[src/rtl/pbet_pkg.sv]
// shared constants and types of the prbs bit error tester
package pbet_pkg;
  localparam int CLK_NS = 40;
  localparam int PULSE_NS = 1000;
  // nearest whole cycle count to one microsecond
  localparam int PULSE_CYC_I = (PULSE_NS + CLK_NS / 2) / CLK_NS;
  localparam logic [4:0] PULSE_CYC = 5'(PULSE_CYC_I);
  localparam logic [15:0] EVT_ADDR = 16'h3000;
  localparam logic [15:0] CHAR_ADDR = 16'h5000;
  localparam logic [10:0] TX_SEED = 11'h7ff;
  localparam logic [4:0] DROP_LIM = 5'h10;
  localparam logic [4:0] LOCK_HOLD = 5'h10;
  localparam logic [3:0] SYNC_FULL = 4'hf;
  localparam logic [3:0] INJ_LAST = 4'hf;
  localparam logic [3:0] DBITS_MIN = 4'h5;
  localparam logic [3:0] CHAR_W = 4'h8;
  localparam logic [10:0] LEN_FIXED = 11'h3e8;
  localparam logic [10:0] LEN_2047 = 11'h7ff;
  localparam logic [10:0] LEN_511 = 11'h1ff;
  localparam logic [10:0] LEN_63 = 11'h03f;
  // tap stages of the right-shifting generators, index 0 is the oldest stage
  localparam int T2047A = 0;
  localparam int T2047B = 2;
  localparam int T511A = 2;
  localparam int T511B = 6;
  localparam int T63A = 5;
  localparam int T63B = 6;
  localparam int FIFO_D = 4;
  typedef enum logic [1:0] {
    PAT_2047 = 2'b00, PAT_511 = 2'b01, PAT_63 = 2'b10, PAT_MARK = 2'b11
  } pbet_pat_t;
  typedef enum logic {FR_GEN = 1'b0, FR_PUSH = 1'b1} pbet_fr_t;
  typedef struct packed {
    logic [1:0] esec;
    logic [2:0] blk;
    logic [2:0] blkerr;
  } pbet_evt_t;
  typedef struct packed {
    logic rx_data;
    logic second;
    logic ale;
    logic [2:0] sel;
    logic dcd;
    logic start;
    logic lowbat;
    logic rts;
    logic cts;
  } pbet_pins_t;
  localparam int PIN_W = $bits(pbet_pins_t);
endpackage

[src/rtl/pbet_core.sv]
// prbs bit error tester core: generator, receiver, error event buffer, timer mux
// What this block does
// bit error sets error-second flag; second tick clears it by 1 us pulse, counts
// two low error-second count bits readable; three seconds buffered between reads
// each block-elapsed gives a 1 us pulse that counts the block counter
// bit error sets block-error flag, block pulse clears it; 4-bit tally
// drop-out flag holds until sync flag clear line
// sync flag set on synchronization, holds until sync flag clear line
// read of 3000 returns block-error, block and error-second count bits
// timer select captured from port 2 low bits on rising ale
// contiguous mode and framed mode using 5 to 8 sequence bits per char
// framed receive: uart data bits enter receiver through a receive buffer
// pangram message mode sends processor characters through the uart path
// clock recovery only in contiguous mode; uart only framed or pangram
// right-shifting generator, selectable taps, serial from top stage, parallel to uart
// pattern code 00/01/10/11 picks 2047/511/63/mark, transmit and receive
// pangram mode passes processor characters instead of sequence data
// error injection inverts one transmitted bit in every 16 bit clocks, in contiguous mode only; framed chars carry no injected errors
// feed-forward register predicts next bit, flags mismatch
// feed-back register copies generator, flags mismatch to received bit
// sync counter clears on feed-forward error, counts feed-back; low pulse at 1111
// sync pulse loads feed-forward into feed-back and sets sync flag
// drop-out after over sixteen bit times without transition, holds sync reset
// bit error only when both errors coincide
// out-of-lock from drop-out until sixteen clean bits; blocks bit errors
// block is 1000 bits or the selected sequence length
// timer select codes 0..7 map to the listed inputs in order
// 1 us pulses are the nearest whole count of clock cycles
`timescale 1ns/1ns
module pbet_core (
  input wire logic clock_i,
  input wire logic sys_rst_i,
  input wire logic [15:0] cpu_addr_i,
  input wire logic cpu_rd_i,
  input wire logic cpu_wr_i,
  input wire logic [7:0] cpu_wdata_i,
  output logic [7:0] cpu_rdata_o,
  input wire logic [2:0] port2_i,
  input wire logic ale_i,
  input wire logic pattern_code_low_i,
  input wire logic pattern_code_high_i,
  input wire logic pangram_message_mode_i,
  input wire logic framed_mode_i,
  input wire logic [1:0] data_bits_sel_i,
  input wire logic error_inject_en_i,
  input wire logic sync_flag_clear_i,
  input wire logic block_fixed_i,
  input wire logic tx_bit_tick_i,
  input wire logic rx_bit_tick_i,
  input wire logic rx_data_i,
  input wire logic second_tick_i,
  input wire logic cts_i,
  input wire logic rts_mon_i,
  input wire logic low_batt_i,
  input wire logic start_pulse_i,
  input wire logic dcd_i,
  input wire logic uart_rx_valid_i,
  input wire logic [7:0] uart_rx_data_i,
  output logic uart_rx_ready_o,
  input wire logic uart_tx_ready_i,
  output logic uart_tx_valid_o,
  output logic [7:0] uart_tx_data_o,
  output logic tx_data_o,
  output logic bit_error_o,
  output logic drop_out_flag_o,
  output logic sync_flag_o,
  output logic second_tick_output_o,
  output logic processor_timer_input_o,
  output logic clock_recovery_en_o
);
  pbet_pkg::pbet_pins_t pin_raw, pin_m, pin_s;
  pbet_pkg::pbet_pat_t pat;
  pbet_pkg::pbet_fr_t fr_r;
  pbet_pkg::pbet_evt_t evt;
  logic uart_mode, rbit, rbit_v, ff_err, fb_err, fb_gen, sync_go, drop, oolk, tx_stage;
  logic [10:0] tx_r, ff_r, fb_r, blen, bcnt_r;
  logic [3:0] inj_r, fcnt_r, nbits, rxc_r, rxc_nxt, sync_cnt_r;
  logic [7:0] rxb_r, fchar;
  logic [4:0] idle_r, lock_r;
  logic [4:0] pc_r [2];
  logic [1:0] pstart, pact, esec_r;
  logic [3:0] blk_r, blkerr_r;
  logic sync_n_r, esf_r, bef_r, sec_d_r, ale_d_r, bit_err_r;
  logic [2:0] tsel_r;
  logic [7:0] tsrc;
  logic f_valid, f_ready;
  logic [7:0] f_data;

  // predicted next input bit of a generator holding s
  function automatic logic pred(input logic [10:0] s, input pbet_pkg::pbet_pat_t p);
    unique case (p)
      pbet_pkg::PAT_2047: pred = s[pbet_pkg::T2047A] ^ s[pbet_pkg::T2047B];
      pbet_pkg::PAT_511: pred = s[pbet_pkg::T511A] ^ s[pbet_pkg::T511B];
      pbet_pkg::PAT_63: pred = s[pbet_pkg::T63A] ^ s[pbet_pkg::T63B];
      pbet_pkg::PAT_MARK: pred = 1'b1;
    endcase
  endfunction

  // serial output taken from the top stage of the selected length
  function automatic logic stage(input logic [10:0] s, input pbet_pkg::pbet_pat_t p);
    unique case (p)
      pbet_pkg::PAT_2047: stage = s[pbet_pkg::T2047A];
      pbet_pkg::PAT_511: stage = s[pbet_pkg::T511A];
      pbet_pkg::PAT_63: stage = s[pbet_pkg::T63A];
      pbet_pkg::PAT_MARK: stage = 1'b1;
    endcase
  endfunction

  // every pin from outside the clock domain gets two flops
  assign pin_raw = {rx_data_i, second_tick_i, ale_i, port2_i, dcd_i, start_pulse_i,
                    low_batt_i, rts_mon_i, cts_i};
  for (genvar i = 0; i < pbet_pkg::PIN_W; i++) begin : g_sync
    always_ff @(posedge clock_i or posedge sys_rst_i) begin
      if (sys_rst_i) begin
        pin_m[i] <= 1'b0;
        pin_s[i] <= 1'b0;
      end else begin
        pin_m[i] <= pin_raw[i];
        pin_s[i] <= pin_m[i];
      end
    end
  end

  assign pat = pbet_pkg::pbet_pat_t'({pattern_code_high_i, pattern_code_low_i});
  assign uart_mode = framed_mode_i | pangram_message_mode_i;
  assign nbits = pbet_pkg::DBITS_MIN + {2'b00, data_bits_sel_i};
  assign tx_stage = stage(tx_r, pat);

  // transmit generator; in framed mode it stalls while a char waits for the fifo
  always_ff @(posedge clock_i or posedge sys_rst_i) begin
    if (sys_rst_i) begin
      tx_r <= pbet_pkg::TX_SEED;
      inj_r <= '0;
      tx_data_o <= 1'b1;
    end else if (tx_bit_tick_i && !uart_mode) begin
      tx_r <= {pred(tx_r, pat), tx_r[10:1]};
      inj_r <= inj_r + 4'h1;
      tx_data_o <= stage(tx_r, pat) ^ (error_inject_en_i && inj_r == pbet_pkg::INJ_LAST);
    end else if (tx_bit_tick_i && framed_mode_i && !pangram_message_mode_i
                 && fr_r == pbet_pkg::FR_GEN) begin
      tx_r <= {pred(tx_r, pat), tx_r[10:1]};
    end else if (uart_mode) begin
      tx_data_o <= 1'b1; // line idles at mark while the uart owns it
    end
  end

  // framed char builder: count n sequence bits, then offer them to the fifo
  always_ff @(posedge clock_i or posedge sys_rst_i) begin
    if (sys_rst_i) begin
      fr_r <= pbet_pkg::FR_GEN;
      fcnt_r <= '0;
    end else if (!framed_mode_i || pangram_message_mode_i) begin
      fr_r <= pbet_pkg::FR_GEN;
      fcnt_r <= '0;
    end else begin
      unique case (fr_r)
        pbet_pkg::FR_GEN: if (tx_bit_tick_i) begin
          fcnt_r <= fcnt_r + 4'h1;
          if (fcnt_r + 4'h1 == nbits) fr_r <= pbet_pkg::FR_PUSH;
        end
        pbet_pkg::FR_PUSH: if (f_ready) begin
          fr_r <= pbet_pkg::FR_GEN;
          fcnt_r <= '0;
        end
      endcase
    end
  end

  // oldest of the last n bits lands in bit 0, as the uart sends it first
  assign fchar = tx_r[10:3] >> (pbet_pkg::CHAR_W - nbits);
  always_comb begin
    if (pangram_message_mode_i) begin
      f_valid = cpu_wr_i && cpu_addr_i == pbet_pkg::CHAR_ADDR;
      f_data = cpu_wdata_i;
    end else begin
      f_valid = framed_mode_i && fr_r == pbet_pkg::FR_PUSH;
      f_data = fchar;
    end
  end

  pbet_fifo #(.W(8), .D(pbet_pkg::FIFO_D)) u_txq (
    .clock_i(clock_i),
    .sys_rst_i(sys_rst_i),
    .in_valid_i(f_valid),
    .in_ready_o(f_ready),
    .in_data_i(f_data),
    .out_valid_o(uart_tx_valid_o),
    .out_ready_i(uart_tx_ready_i),
    .out_data_o(uart_tx_data_o)
  );

  // receive buffer: one uart char shifted out lsb first on receive ticks
  always_comb begin
    rxc_nxt = rxc_r;
    if (uart_rx_valid_i && uart_rx_ready_o) rxc_nxt = nbits;
    else if (rx_bit_tick_i && rxc_r != 4'h0) rxc_nxt = rxc_r - 4'h1;
  end
  always_ff @(posedge clock_i or posedge sys_rst_i) begin
    if (sys_rst_i) begin
      rxb_r <= '0;
      rxc_r <= '0;
      uart_rx_ready_o <= 1'b0;
    end else begin
      rxc_r <= rxc_nxt;
      uart_rx_ready_o <= uart_mode && rxc_nxt == 4'h0;
      if (uart_rx_valid_i && uart_rx_ready_o) rxb_r <= uart_rx_data_i;
      else if (rx_bit_tick_i && rxc_r != 4'h0) rxb_r <= {1'b0, rxb_r[7:1]};
    end
  end

  // receive bit source by mode
  assign rbit_v = rx_bit_tick_i && (!uart_mode || rxc_r != 4'h0);
  assign rbit = uart_mode ? rxb_r[0] : pin_s.rx_data;
  assign ff_err = rbit ^ pred(ff_r, pat);
  assign fb_gen = pred(fb_r, pat);
  assign fb_err = rbit ^ fb_gen;
  assign drop = idle_r > pbet_pkg::DROP_LIM && !pangram_message_mode_i;
  assign oolk = lock_r < pbet_pkg::LOCK_HOLD;
  assign sync_go = rbit_v && fb_err && !ff_err && !drop
                   && sync_cnt_r == pbet_pkg::SYNC_FULL;

  // feed-forward and feed-back registers; the sync pulse reloads feed-back
  always_ff @(posedge clock_i or posedge sys_rst_i) begin
    if (sys_rst_i) begin
      ff_r <= '0;
      fb_r <= '0;
    end else begin
      if (rbit_v) ff_r <= {rbit, ff_r[10:1]};
      if (!sync_n_r) fb_r <= ff_r;
      else if (rbit_v) fb_r <= {fb_gen, fb_r[10:1]};
    end
  end

  // sync controller, held clear through a drop-out
  always_ff @(posedge clock_i or posedge sys_rst_i) begin
    if (sys_rst_i) begin
      sync_cnt_r <= '0;
      sync_n_r <= 1'b1;
    end else begin
      sync_n_r <= !sync_go;
      if (drop || (rbit_v && ff_err)) sync_cnt_r <= '0;
      else if (rbit_v && fb_err) sync_cnt_r <= sync_cnt_r + 4'h1;
    end
  end

  // transition watch and out-of-lock hold counters, both saturating
  always_ff @(posedge clock_i or posedge sys_rst_i) begin
    if (sys_rst_i) begin
      idle_r <= '0;
      lock_r <= '0;
    end else begin
      if (rbit_v) begin
        if (rbit != ff_r[10]) idle_r <= '0;
        else if (idle_r <= pbet_pkg::DROP_LIM) idle_r <= idle_r + 5'h1;
      end
      // only a drop-out unlocks; feed-forward errors merely extend an unlock,
      // otherwise every injected error would hide the next one
      if (drop || (rbit_v && ff_err && oolk)) lock_r <= '0;
      else if (rbit_v && oolk) lock_r <= lock_r + 5'h1;
    end
  end

  // one-microsecond pulse generators: 0 second clear, 1 block end
  assign pstart = {bcnt_r == blen - 11'h1 && rbit_v, pin_s.second && !sec_d_r};
  for (genvar g = 0; g < 2; g++) begin : g_pulse
    always_ff @(posedge clock_i or posedge sys_rst_i) begin
      if (sys_rst_i) pc_r[g] <= '0;
      else if (pstart[g]) pc_r[g] <= pbet_pkg::PULSE_CYC;
      else if (pc_r[g] != 5'h0) pc_r[g] <= pc_r[g] - 5'h1;
    end
    assign pact[g] = pc_r[g] != 5'h0;
  end

  // block length by variant and pattern
  always_comb begin
    unique case (pat)
      pbet_pkg::PAT_2047: blen = pbet_pkg::LEN_2047;
      pbet_pkg::PAT_511: blen = pbet_pkg::LEN_511;
      pbet_pkg::PAT_63: blen = pbet_pkg::LEN_63;
      pbet_pkg::PAT_MARK: blen = pbet_pkg::LEN_FIXED;
    endcase
    if (block_fixed_i) blen = pbet_pkg::LEN_FIXED;
  end

  // bit counting timer, error flags and event counters
  always_ff @(posedge clock_i or posedge sys_rst_i) begin
    if (sys_rst_i) begin
      bcnt_r <= '0;
      sec_d_r <= 1'b0;
      bit_err_r <= 1'b0;
      esf_r <= 1'b0;
      bef_r <= 1'b0;
      esec_r <= '0;
      blk_r <= '0;
      blkerr_r <= '0;
    end else begin
      sec_d_r <= pin_s.second;
      bit_err_r <= rbit_v && ff_err && fb_err && !oolk;
      if (pstart[1]) bcnt_r <= '0;
      else if (rbit_v) bcnt_r <= bcnt_r + 11'h1;
      // set beats clear so an error in the clearing pulse is not lost
      if (bit_err_r) esf_r <= 1'b1;
      else if (pact[0]) esf_r <= 1'b0;
      if (bit_err_r) bef_r <= 1'b1;
      else if (pact[1]) bef_r <= 1'b0;
      if (pstart[0] && esf_r) esec_r <= esec_r + 2'h1;
      if (pstart[1]) blk_r <= blk_r + 4'h1;
      if (pstart[1] && bef_r) blkerr_r <= blkerr_r + 4'h1;
    end
  end

  // drop-out and sync latches, set wins over the clear line
  always_ff @(posedge clock_i or posedge sys_rst_i) begin
    if (sys_rst_i) begin
      drop_out_flag_o <= 1'b0;
      sync_flag_o <= 1'b0;
    end else begin
      if (drop) drop_out_flag_o <= 1'b1;
      else if (sync_flag_clear_i) drop_out_flag_o <= 1'b0;
      if (!sync_n_r) sync_flag_o <= 1'b1;
      else if (sync_flag_clear_i) sync_flag_o <= 1'b0;
    end
  end

  // event byte read; other addresses read zero
  assign evt = '{esec: esec_r, blk: blk_r[2:0], blkerr: blkerr_r[2:0]};
  always_ff @(posedge clock_i or posedge sys_rst_i) begin
    if (sys_rst_i) cpu_rdata_o <= '0;
    else if (cpu_rd_i && cpu_addr_i == pbet_pkg::EVT_ADDR) cpu_rdata_o <= evt;
    else cpu_rdata_o <= '0;
  end

  // timer mux: select latched on the synchronised rising ale edge
  assign tsrc = {pin_s.dcd, pin_s.start, pin_s.lowbat, pin_s.rts, pin_s.cts,
                 rx_bit_tick_i, tx_bit_tick_i, bit_err_r};
  always_ff @(posedge clock_i or posedge sys_rst_i) begin
    if (sys_rst_i) begin
      ale_d_r <= 1'b0;
      tsel_r <= '0;
      processor_timer_input_o <= 1'b0;
      second_tick_output_o <= 1'b0;
      bit_error_o <= 1'b0;
      clock_recovery_en_o <= 1'b0;
    end else begin
      ale_d_r <= pin_s.ale;
      if (pin_s.ale && !ale_d_r) tsel_r <= pin_s.sel;
      processor_timer_input_o <= tsrc[tsel_r];
      second_tick_output_o <= oolk && !pangram_message_mode_i;
      bit_error_o <= bit_err_r;
      clock_recovery_en_o <= !uart_mode;
    end
  end
endmodule

[src/rtl/pbet_fifo.sv]
// shift-style fifo whose head and flags are flip-flops
`timescale 1ns/1ns
module pbet_fifo #(
  parameter int W = 8,
  parameter int D = 4
) (
  input wire logic clock_i,
  input wire logic sys_rst_i,
  input wire logic in_valid_i,
  output logic in_ready_o,
  input wire logic [W-1:0] in_data_i,
  output logic out_valid_o,
  input wire logic out_ready_i,
  output logic [W-1:0] out_data_o
);
  localparam int CW = $clog2(D + 1);
  logic [W-1:0] mem_r [D];
  logic [CW-1:0] cnt_r, cnt_nxt;
  logic push, pop;

  assign push = in_valid_i & in_ready_o;
  assign pop = out_valid_o & out_ready_i;
  assign out_data_o = mem_r[0];
  assign cnt_nxt = cnt_r + CW'(push) - CW'(pop);

  // flags are registered from the next count so they stay honest
  always_ff @(posedge clock_i or posedge sys_rst_i) begin
    if (sys_rst_i) begin
      cnt_r <= '0;
      in_ready_o <= 1'b1;
      out_valid_o <= 1'b0;
    end else begin
      cnt_r <= cnt_nxt;
      in_ready_o <= cnt_nxt != CW'(D);
      out_valid_o <= cnt_nxt != '0;
    end
  end

  // each entry moves toward the head on a pop
  for (genvar i = 0; i < D; i++) begin : g_ent
    always_ff @(posedge clock_i or posedge sys_rst_i) begin
      if (sys_rst_i) begin
        mem_r[i] <= '0;
      end else if (pop) begin
        if (push && CW'(i + 1) == cnt_r) mem_r[i] <= in_data_i;
        else if (i < D - 1) mem_r[i] <= mem_r[(i < D - 1) ? i + 1 : i];
      end else if (push && CW'(i) == cnt_r) begin
        mem_r[i] <= in_data_i;
      end
    end
  end
endmodule

[config.mk]
export PLATFORM = sky130hd
export DESIGN_NAME = pbet_core
export DESIGN_NICKNAME = d
export VERILOG_FILES = /design/src/rtl/pbet_pkg.sv /design/src/rtl/pbet_core.sv /design/src/rtl/pbet_fifo.sv
export SDC_FILE = /design/constraint.sdc
export NUM_CORES = 1
export LEC_CHECK = 0
export ABC_AREA = 1
export ABC_CLOCK_PERIOD_IN_PS = 7300
export BUFFER_PORTS_ARGS = -buffer_cell sky130_fd_sc_hd__buf_2
export CORE_MARGIN = 3
export CORE_UTILIZATION = 50
export CTS_CLUSTER_DIAMETER = 100
export DETAILED_ROUTE_END_ITERATION = 8
export HOLD_SLACK_MARGIN = 0.08
export PLACE_DENSITY = 0.69
export SYNTH_ARGS = -nofsm -noshare
export SYNTH_HDL_FRONTEND = slang
export SYNTH_SLANG_ARGS = --single-unit
[constraint.sdc]
create_clock -name clock_i -period 7.3 [get_ports clock_i]
set_input_delay 1.46 -clock clock_i [delete_from_list [all_inputs] [get_ports clock_i]]
set_output_delay 1.46 -clock clock_i [all_outputs]
set_load 0.005 [all_outputs]
After elaboration in Yosys (flattened, before gate mapping)
Cells that the tools add are included.
Widths: inputs -> output; s select.
- magnitude comparators: 4
- add/sub/neg operators: 17
- equal/unequal tests: 21
- bitwise gates (word level): 16
- reduce and logical (&&, ||, !) cells: 69
- muxes and demuxes: 61
- shift operators: 1
- operators by type and width (operator ; count):
    $mux 8 ; 13
    $mux 11 ; 7
    $pmux 11 s4 ; 1
    $mux 5 ; 8
    $logic_and 1x1->1 ; 33
    $mux 4 ; 7
    $reduce_bool 2->1 ; 13
    $add 4x1->4 const B ; 5
    $mux 1 ; 18
    $eq 16x14->1 const B ; 1
    $eq 16x15->1 const B ; 1
    $pmux 1 s4 ; 4
    $xor 1x1->1 ; 12
    $add 11x1->11 const B ; 1
    $eq 11x11->1 ; 1
    $sub 11x1->11 const B ; 1
    $add 5x1->5 const B ; 2
    $reduce_bool 5->1 ; 2
    $sub 5x1->5 const B ; 2
    $logic_not 1->1 ; 9
    $eq 4x4->1 const B ; 2
    $ne 2x2->1 const B ; 4
    $pmux 4 s2 ; 1
    $shr 8x4->8 ; 1
    32 further kinds ; 40
- output and inout port bits: 25
- word-level logic and storage cells: 251
- flip-flop bits (word level): 183
- input bits: 60

Logic depth before layout (Yosys ltp)
Gate-level depths: netlist of the first run.
- word-level depth: 9
- gate-level depth with buffers: 15
- depth with buffers taken out: 15

Hierarchy
From an unflattened synthesis of the first run, not the netlist that was laid out.
- cell total of the unflattened synthesis: 1120
- area total of the unflattened synthesis: 9271.4 um^2
- modules (own cells, without submodules) (module ; area each (um^2) ; times used ; seq. area each (um^2) ; cells an instance):
    pbet_core ; 7020.5 ; 1 ; 3619.7 ; 808
    pbet_fifo ; 2250.9 ; 1 ; 927.1 ; 312

Worst setup path after synthesis of the first run
OpenSTA, ideal clock, no wires.
- kind: input to register
- from: in uart_tx_ready_i
- to: reg u_txq.out_valid_o
- stages: 9
- setup time: 127 ps
- required time: 7173 ps
- arrival time: 3186 ps
- setup slack: 3987 ps
- path buffers: 1
- cell sequence: nand2_1 clkinv_1 buf_2 ha_1 inv_1 ha_1 fa_1 xor2_1 nand3b_1
- longest elaborated chain between the ends: 3
- RTL lines (what ; RTL line ; source):
    from (decl) ; pbet_core.sv:60 ; input wire logic uart_tx_ready_i,
    $and 1x1->1 ; pbet_fifo.sv:22 ; assign pop = out_valid_o & out_ready_i;
    $sub 3x1->3 ; pbet_fifo.sv:24 ; assign cnt_nxt = cnt_r + CW'(push) - CW'(pop);
    named net u_txq.cnt_nxt[2] ; pbet_fifo.sv:18 ; logic [CW-1:0] cnt_r, cnt_nxt;
    $reduce_bool 3->1 ; pbet_fifo.sv:35 ; out_valid_o <= cnt_nxt != '0;
    to (signal assigned) ; pbet_fifo.sv:31 ; out_valid_o <= 1'b0;
    to (signal assigned) ; pbet_fifo.sv:35 ;
    to (decl) ; pbet_fifo.sv:12 ; output logic out_valid_o,
The timed path passes the listed nets, and every way through them passes these cells.
A chain may end at the register's enable or synchronous reset.

Final worst setup path of the first run
- from: in cpu_addr_i[11]
- to: reg u_txq.out_valid_o
- longest elaborated chain between the ends: 7
- RTL lines (what ; RTL line ; source):
    from (decl) ; pbet_core.sv:33 ; input wire logic [15:0] cpu_addr_i,
    $eq 16x15->1 ; pbet_core.sv:173 ; f_valid = cpu_wr_i && cpu_addr_i == pbet_pkg::CHAR_ADDR;
    $logic_and 1x1->1 ; pbet_core.sv:173 ;
    $mux 1 ; pbet_core.sv:172 ; if (pangram_message_mode_i) begin
    $and 1x1->1 ; pbet_fifo.sv:21 ; assign push = in_valid_i & in_ready_o;
    $add 3x1->3 ; pbet_fifo.sv:24 ;
    $sub 3x1->3 ; pbet_fifo.sv:24 ;
    named net u_txq.cnt_nxt[1] ; pbet_fifo.sv:18 ;
    $reduce_bool 3->1 ; pbet_fifo.sv:35 ;
The timed path passes the listed nets, and every way through them passes these cells.

==> results of run 1 <==
## kinds of logic (layout without fill, tap and decap cells)
kind of cell / count (synthesis) / count (layout) / share of synthesized area, %
and+or+nand+nor: 501 / 501 / 25.3
AOI/OAI and AO/OA: 139 / 139 / 8.89
muxes: 3 / 3 / 0.363
DFF: 181 / 181 / 50.7
adders and majority gates: 23 / 23 / 3.29
xor gates and xnor gates: 27 / 27 / 2.72
buffers and inverters: 185 / 272 / 8.68
## metal layers
metal,up-vias,global-route usage (%)
li1,3594,-
met1,3291,27.7
met2,148,30.7
met3,26,3.23
met4,0,7.45
met5,-,0
## placed cells by master, fill, tap and decap left out, types with 5 or more instances in the layout
cell and instances:
nand2_1 227, dfrtp_1 167, nand3_1 155, inv_1 146, buf_2 84, o21ai_0 69, nor2_1 63, a21oi_1 29
ha_1 22, xor2_1 19, clkbuf_16 17, dfstp_2 14, nor3_1 12, o211ai_1 10, nand2_2 9, nand4_1 9
o21ai_1 7, xnor2_1 7, o21ai_2 6, inv_8 6, inv_6 5, nor2_2 5
## path summary, 6_finish.rpt
kind / start / to / slack [ps] / depth (start not counted)
max: cpu_addr_i[11] / u_txq.out_valid_o$_DFF_PP0_ / 4100 / 10
min: pin_m[1]$_DFF_PP0_ / pin_s[1]$_DFF_PP0_ / 350 / 0
max reg2reg: u_txq.out_valid_o$_DFF_PP0_ / u_txq.out_valid_o$_DFF_PP0_ / 4920 / 9
min reg2reg: pin_m[1]$_DFF_PP0_ / pin_s[1]$_DFF_PP0_ / 350 / 0
max in group asynchronous: sys_rst_i / sync_cnt_r[1]$_DFFE_PP0P_ / 5000 / 3
min in group asynchronous: sys_rst_i / pin_m[8]$_DFF_PP0_ / 1180 / 2
## metrics by stage
step | instances | instance area (µm²) | setup slack [ps]
after floorplan | 1059 | 8960 | 948
after global placement | 1339 | 9490 | 3700
after detailed placement | 1339 | 9490 | 3690
after CTS | 1371 | 10100 | 4150
after global routing | 1371 | 10100 | 3970
final | 1371 | 10100 | 4100
## power groups by stage
stage / clock [mW] / combinational (mW) / sequential [mW]
2_1_floorplan: 0 / 0.779 / 1.46
3_3_place_gp: 0 / 0.913 / 1.50
3_5_place_dp: 0 / 0.936 / 1.51
4_1_cts: 0.930 / 0.942 / 1.49
5_1_grt: 0.975 / 1.09 / 1.54
6_report: 0.912 / 0.935 / 1.50
## registers in the layout (all words and copies together) (netlist names), 5 cells and up
name              flops
bcnt_r               11
cpu_rdata_o           8
fb_r                 11
ff_r                 11
idle_r                5
lock_r                5
pc_r                 10
pin_m                11
pin_s                11
rxb_r                 8
tx_r                 11
u_txq.mem_r          24
u_txq.out_data_o      8
## critical path: stages
cell and delay [ps]:
buf_2 90, nor2_1 90, nand2_1 50, nor3_1 380, nand3_1 160, nand2_2 410, ha_1 260, fa_1 430
inv_1 90, nand3b_1 70
## cell type report
class                      count  area [µm²]  area share [%]
tap                          225         282            2.79
multi-input combinational    693        3640            36.1
inverter                     152         576            5.71
sequential                   181        4550            45.1
clock inverter                14         150            1.49
clock buffer                  18         439            4.36
timing repair buffer          88         450            4.47
==> metrics.cfg, run 1 <==
[status]
status = finished clean

[place]
numPortBuffers = 84
place.gp.congestion = 0.846
post-dp-hpwl_mm = 13.4

[global_routing]
grt_overflow = 0
grt_pass1_vias = 6647
grt_first_pass_wirelength_mm = 31.7
grt_max_degree = 87
grt_usage_pct = 19.6
antenna_found_initial = 0

[synthesis]
synth_cell_types = 50
yosys-top-cells-count = nand2_1, dfrtp_1, nand3_1, inv_1, o21ai_0
ys_seq_elements = 181
yosysMostFrequentCell = nand2_1
synth_top_area_cell = dfrtp_1
async_flop_share_pct = 100
yosys_most_used_dff = dfrtp_1
synth_area_leaders = dfrtp_1, nand2_1, nand3_1
avgSynthCellArea_um2 = 8.46
seq_area_frac_synth_pct = 50.7
synth_edf_count = 0
yosysWarningCount = 0
synth_area_um2 = 8960
synth_nets = 1142
syn_inst = 1059
synth_top_area_share_pct = 46.6

[routing]
post_drt_wl_per_cell_um = 13.6
route.met3.wl_um = 671
first_pass_iters = 7
via_count = 7059
route.detailed.drc = 0
wl_met1_mm = 8.92
wl_mm = 18.6
vias_per_cell = 5.15
postRouteAntennaNets = 0
met2WireLength_mm = 8.54
top_layer = met4
drt_iter0_markers = 474

[clock_network]
postCtsHoldBufs = 0
clk_latency_ps = 430
cts_tree = yes
post_cts_buffers = 0
cts.clk_slew.worst_paths_ps = 80
cts.repair.resized = 0
cts_buffer_depth = 2
cts_buffers = 17
htreeDepth = 4
cts_root_buf = clkbuf_16
cts.sinks = 181

[power]
p_comb_share_pct = 28.0
power_leakage_nw = 5.12
p_per_area_nw_per_um2 = 332
max-vdd-ir-drop_uv = 202
p_int_mw = 2.14
p_total_mw = 3.34
p_clk_share_pct = 27.3
power_frac_seq_pct = 44.7
sw_frac_of_total_pct = 36.1
p_sw_mw = 1.21

[die]
io_pins = 85
row_count = 48
start_util_pct = 51.5
dieArea_um2 = 19600
die_x_um = 140
coreArea_um2 = 17400
die_h_um = 140

[worst_setup_path]
crit_path_end_kind = register
worstSetupPathType = input pin to register
crit_fanout = 25
arrival_ps = 3510
cp.required_ps = 7610
worst_setup_path_start_kind = input pin

[timing]
fin_crit_ps = 3200
skew_ps = 14.3
worst_pin_slew_ps = 771
holdWs_ps = 351
period_share_pct = 43.8
drv_slew = 0
tns_ps = 0
slew_headroom_pct = 48.6
rsz0062_at_grt = no
setup_viol_count_final = 0
max_freq_mhz = 313
hold_viol_final = 0

[cells_and_area]
n_fill_cell = 1562
drive_above_1_share_pct = 15.4
nNetsFinal = 1216
fin_util_pct = 57.9
diodes = 0
synthToLayoutAreaGrowth_pct = 12.5

[hold_path]
hp-class = register to register

[job]
maxCapViolCount = 0

Note: power is estimated with default switching activity, not from simulation.
==> run 2: changes to the inputs <==
--- a/config.mk
+++ b/config.mk
@@ -6,7 +6,7 @@
 export NUM_CORES = 1
 export LEC_CHECK = 0
 export ABC_AREA = 1
-export ABC_CLOCK_PERIOD_IN_PS = 7300
+export ABC_CLOCK_PERIOD_IN_PS = 3100
 export BUFFER_PORTS_ARGS = -buffer_cell sky130_fd_sc_hd__buf_2
 export CORE_MARGIN = 3
 export CORE_UTILIZATION = 50
==> constraint.sdc (replaced) <==
create_clock -name clock_i -period 3.1 [get_ports clock_i]
set_input_delay 0.62 -clock clock_i [delete_from_list [all_inputs] [get_ports clock_i]]
set_output_delay 0.62 -clock clock_i [all_outputs]
set_load 0.005 [all_outputs]
==> run 2 against run 1 <==
Compared with the run above:
- final area up 0.58%
- setup slack worse by 3200 ps
- via count up 1.3%
- non-clock buffer count up 6
- sequential cell count unchanged
- utilization up 0.34 points
- clock power up 130%
- sequential power up 140%
- combinational power up 140%
- hold slack worse by 55 ps
- register-to-register slack worse by 3900 ps
- global-route usage up 0.64 points
==> metrics.cfg, run 2 (synthesized netlist as in run 1, its figures left out) <==
[status]
status = finished clean

[global_routing]
grt_first_pass_wirelength_mm = 32.5
grt_max_degree = 53
grt_usage_pct = 20.3
grt_pass1_vias = 6749
antenna_found_initial = 0
grt_overflow = 0

[worst_setup_path]
reg2reg_to = sync_cnt_r[0]$_DFFE_PP0P_
cp_slowest_cell = nor3_1
reg2reg_slack_ps = 1010
crit_path_end_kind = register
crit_fanout = 17
cp.required_ps = 3420
r2r_cells = 10
cp_cell_sequence = buf_2, nor2_1, nand2_1, nor3_1, nand3_1, nand2_2, buf_4, nand2_2, nand2_1, o21ai_2, nand2_1, nand2_1
crit_top_cell = nand2_1
arrival_ps = 2510
critPathMaxStageDelay_ps = 370
worst_setup_path_start_kind = input pin
worstSetupPathType = input pin to register
rr_startpoint = rxc_r[0]$_DFF_PP0_

[clock_network]
cts.repair.resized = 0
post_cts_buffers = 0
cts_buffers = 17
postCtsHoldBufs = 0
cts_root_buf = clkbuf_16
cts_tree = yes
cts.sinks = 181
cts.clk_slew.worst_paths_ps = 70
htreeDepth = 4
clk_latency_ps = 430
cts_buffer_depth = 2

[hold_path]
worstHoldStart = ale_i
hp-class = input pin to register
hold_depth = 1
hold-path-endpoint = pin_m[8]$_DFF_PP0_

[cells_and_area]
final_cell_area_um2 = 10100
synthToLayoutAreaGrowth_pct = 13.1
final_cells = 1377
largest_reg_flops = 24
fin_util_pct = 58.2
diodes = 0
drive_above_1_share_pct = 15.7
nNetsFinal = 1222
top_register = u_txq.mem_r
final_common_cell = nand2_1
layout_common_cells = nand2_1, dfrtp_1, nand3_1

[power]
p_total_mw = 7.92
max-vdd-ir-drop_uv = 507
power_leakage_nw = 5.15
p_per_area_nw_per_um2 = 781

[timing]
hold_viol_final = 0
holdWs_ps = 296
setup_viol_count_final = 0
period_share_pct = 70.6
fin_crit_ps = 2190
max_freq_mhz = 457
timing.final.ws_setup_ps = 912
rsz0062_at_grt = no
slew_headroom_pct = 46.3
worst_pin_slew_ps = 804
tns_ps = 0
drv_slew = 0
skew_ps = 13.0

[die]
coreArea_um2 = 17400
start_util_pct = 51.5
dieArea_um2 = 19600
io_pins = 85
die_x_um = 140
die_h_um = 140
row_count = 48

[routing]
via_count = 7150
wl_mm = 19.2
postRouteAntennaNets = 0
first_pass_iters = 7
route.detailed.drc = 0
post_drt_wl_per_cell_um = 13.9
drt_iter0_markers = 489
vias_per_cell = 5.19

[place]
post-dp-hpwl_mm = 13.6
place.gp.congestion = 0.826
dp_cells = 1345
placed_area_um2 = 9560
numPortBuffers = 84
pre_cts_ws_ps = 478

[job]
maxCapViolCount = 0

-- run 2: changes by cell type in the layout (fill, tap and decap cells not counted), sizes merged --
cell      previous run  this run
bufinv               0         2
buf                 88        94
clkinvlp             2         4
inv                161       153
clkinv               3         7
-- run 2: per-layer routing --
metal | share of wire, % | GRT usage (%) | vias up
li1 | - | - | 3586
met1 | 46 | 28.0 | 3385
met2 | 48 | 32.9 | 151
met3 | 4.6 | 4.43 | 28
met4 | 1.3 | 4.95 | 0
met5 | 0 | 0 | -
-- run 2: final cells by class --
cell class | count | area (µm²)
well taps | 225 | 282
repair buffers | 94 | 520
inverters | 152 | 574
flip-flops and latches | 181 | 4550
clock inverters | 14 | 150
clock buffers | 18 | 429
multi-input cells | 693 | 3640
fillers | 1583 | 7280
-- run 2: where the power goes --
group	total (mW)	internal, mW	switching, mW
Sequential	3.54	3.08	0.465
Combinational	2.24	0.866	1.37
Clock	2.13	1.19	0.940
-- run 2: worst max path at each step --
stage / from / endpoint / slack (ps) / cells after the start
finish: cpu_addr_i[11] / u_txq.out_data_o[7]$_DFFE_PP0P_ / 910 / 12
global route: cpu_addr_i[11] / u_txq.out_data_o[6]$_DFFE_PP0P_ / 700 / 12
floorplan: sys_rst_i / ale_d_r$_DFF_PP0_ / 170 / 1
detailed placement: cpu_addr_i[11] / u_txq.out_data_o[5]$_DFFE_PP0P_ / 480 / 12
CTS: cpu_addr_i[11] / u_txq.out_data_o[7]$_DFFE_PP0P_ / 920 / 12
global placement: cpu_addr_i[11] / u_txq.out_data_o[5]$_DFFE_PP0P_ / 530 / 12
-- run 2: critical path, delay by kind of cell --
kind	cells	cell delay, ps
AND/OR/NAND/NOR	9	1430
AO/OA/AOI/OAI	1	70
buffers and inverters	2	360
==> run 3: changes to the inputs <==
--- a/config.mk
+++ b/config.mk
@@ -6,14 +6,14 @@
 export NUM_CORES = 1
 export LEC_CHECK = 0
 export ABC_AREA = 1
-export ABC_CLOCK_PERIOD_IN_PS = 3100
+export ABC_CLOCK_PERIOD_IN_PS = 1800
 export BUFFER_PORTS_ARGS = -buffer_cell sky130_fd_sc_hd__buf_2
 export CORE_MARGIN = 3
 export CORE_UTILIZATION = 50
 export CTS_CLUSTER_DIAMETER = 100
 export DETAILED_ROUTE_END_ITERATION = 8
 export HOLD_SLACK_MARGIN = 0.08
-export PLACE_DENSITY = 0.69
+export PLACE_DENSITY = 0.72
 export SYNTH_ARGS = -nofsm -noshare
 export SYNTH_HDL_FRONTEND = slang
 export SYNTH_SLANG_ARGS = --single-unit
==> constraint.sdc (replaced) <==
create_clock -name clock_i -period 1.8 [get_ports clock_i]
set_input_delay 0.36 -clock clock_i [delete_from_list [all_inputs] [get_ports clock_i]]
set_output_delay 0.36 -clock clock_i [all_outputs]
set_load 0.005 [all_outputs]
==> run 3 against run 2 <==
Compared with the run above:
- the flow now finishes with violations (setup timing)
- sequential cell count is the same
- register-to-register slack lost 1100 ps
- sequential power grew 73%
- count of clock-buffer cells in the layout is the same
- critical path depth shrank 4
- final cell count grew 5.4%
- clock power grew 76%
- critical endpoint is now u_txq.out_valid_o$_DFF_PP0_
- largest cell class unchanged
- largest power group unchanged
==> metrics.cfg, run 3 (synthesized netlist as in run 1, its figures left out) <==
[status]
status = finished with violations
violations = setup timing

[cells_and_area]
final_common_cell = nand2_1
regArea_um2 = 4550
layout_common_cells = nand2_1, dfrtp_1, nand3_1
n_fill_cell = 1470
drive_above_1_share_pct = 21.7
multi_input_area_um2 = 3740
synthToLayoutAreaGrowth_pct = 21.7
nNetsFinal = 1297
diodes = 0
largest_reg_flops = 24
top_register = u_txq.mem_r
final_cell_area_um2 = 10900

[die]
dieArea_um2 = 19600
coreArea_um2 = 17400
die_x_um = 140
io_pins = 85
row_count = 48
start_util_pct = 51.5
die_h_um = 140

[hold_path]
hold_depth = 2
worstHoldStart = sync_flag_clear_i
hold-path-endpoint = drop_out_flag_o$_DFFE_PP0P_
hp-class = input pin to register

[timing]
worst_pin_slew_ps = 591
slew_headroom_pct = 60.2
period_share_pct = 103
timing.final.ws_setup_ps = -56.7
skew_ps = 12.8
max_freq_mhz = 539
fin_crit_ps = 1860
rsz0062_at_grt = yes
hold_viol_final = 0
setup_viol_count_final = 2
drv_slew = 0

[worst_setup_path]
cp_slowest_cell = dfrtp_2
reg2reg_slack_ps = -60
crit_fanout = 3
crit_path_end_kind = register
rr_startpoint = u_txq.out_valid_o$_DFF_PP0_
cp.required_ps = 2120
path_delay_family = adder cells
crit_buf_inv = 2
worst_setup_path_start_kind = register
worstSetupPathType = register to register
r2r_cells = 8
reg2reg_to = u_txq.out_valid_o$_DFF_PP0_
critPathMaxStageDelay_ps = 450
arrival_ps = 2170
cp_cell_sequence = nand2_4, clkinv_4, ha_4, inv_2, ha_4, fa_2, xor2_2, nand3b_1
crit_top_cell = ha_4

[place]
place.gp.congestion = 0.850
post-dp-hpwl_mm = 14.3
placed_area_um2 = 10100
numPortBuffers = 84

[routing]
post_drt_wl_per_cell_um = 13.6
route.detailed.drc = 0
vias_per_cell = 5.11
postRouteAntennaNets = 0
first_pass_iters = 5
via_count = 7417
drt_iter0_markers = 494
wl_mm = 19.8

[global_routing]
antenna_found_initial = 0
grt_max_degree = 54
grt_pass1_vias = 7141
grt_first_pass_wirelength_mm = 33.6
grt_usage_pct = 20.9
grt_overflow = 0

[clock_network]
htreeDepth = 4
cts_buffers = 17
cts.clk_slew.worst_paths_ps = 70
cts.sinks = 181
cts_root_buf = clkbuf_16
cts_tree = yes
cts_buffer_depth = 2
clk_latency_ps = 440

[job]
maxCapViolCount = 0

[power]
p_total_mw = 14.1
p_per_area_nw_per_um2 = 1300
power_leakage_nw = 5.57
max-vdd-ir-drop_uv = 886

run 3: worst max-delay path by stage:
| stage | from | endpoint | depth (start not counted) |
|---|---|---|---|
| after global placement | cpu_addr_i[11] | u_txq.out_valid_o$_DFF_PP0_ | 10 |
| after CTS | u_txq.out_valid_o$_DFF_PP0_ | u_txq.out_valid_o$_DFF_PP0_ | 8 |
| after floorplan | sys_rst_i | ale_d_r$_DFF_PP0_ | 1 |
| after detailed placement | cpu_addr_i[11] | u_txq.out_valid_o$_DFF_PP0_ | 10 |
| final | u_txq.out_valid_o$_DFF_PP0_ | u_txq.out_valid_o$_DFF_PP0_ | 8 |
| after global routing | u_txq.out_valid_o$_DFF_PP0_ | u_txq.out_valid_o$_DFF_PP0_ | 8 |
run 3: final cells by class:
cell class / count / area share, %
Sequential cell: 181 / 41.7
Multi-Input combinational cell: 693 / 34.3
Timing Repair Buffer: 169 / 10.6
Inverter: 152 / 5.33
Clock buffer: 18 / 4.03
Tap cell: 225 / 2.58
Clock inverter: 14 / 1.48
run 3: repair_timing:
| item | CTS | global route |
|---|---|---|
| buffers inserted | 1 | 2 |
| resized for setup | 7 | 18 |
| endpoints found under the hold margin | 21 | 0 |
| endpoints found under the setup margin | 33 | 33 |
| pin swaps | 5 | 9 |
| hold buffers | 12 | 0 |
run 3: report_power, final:
group          switching, mW  internal, mW  total [mW]
Clock                   1.74          2.02        3.75
Combinational           2.50          1.78        4.28
Sequential             0.803          5.30        6.11
run 3: worst register-to-register path: stages, from the launching register on:
cell      delay (ps)
dfrtp_2          450
nand2_4           90
clkinv_4          60
ha_4             260
inv_2             40
ha_4             150
fa_2             370
xor2_2           160
nand3b_1         160
run 3: metrics by stage:
stage               setup WS, ps  setup TNS, ps  util, %  std cells  hold WS (ps)
floorplan                   -871        -149910        -       1059           331
global placement            -149          -4590     57.8       1405           333
detailed placement          -213          -7200     57.8       1405           335
CTS                        -98.2           -191     62.1       1450           106
global route                -121           -275     62.6       1452           112
finish                     -56.7          -84.2     62.6       1452           117
run 3: per-layer routing:
metal,global-route usage (%),vias to the layer above,wire [µm]
li1,-,3740,-
met4,6.07,0,301
met1,28.5,3480,9100
met5,0,-,0
met2,34.0,172,9630
met3,4.16,25,774
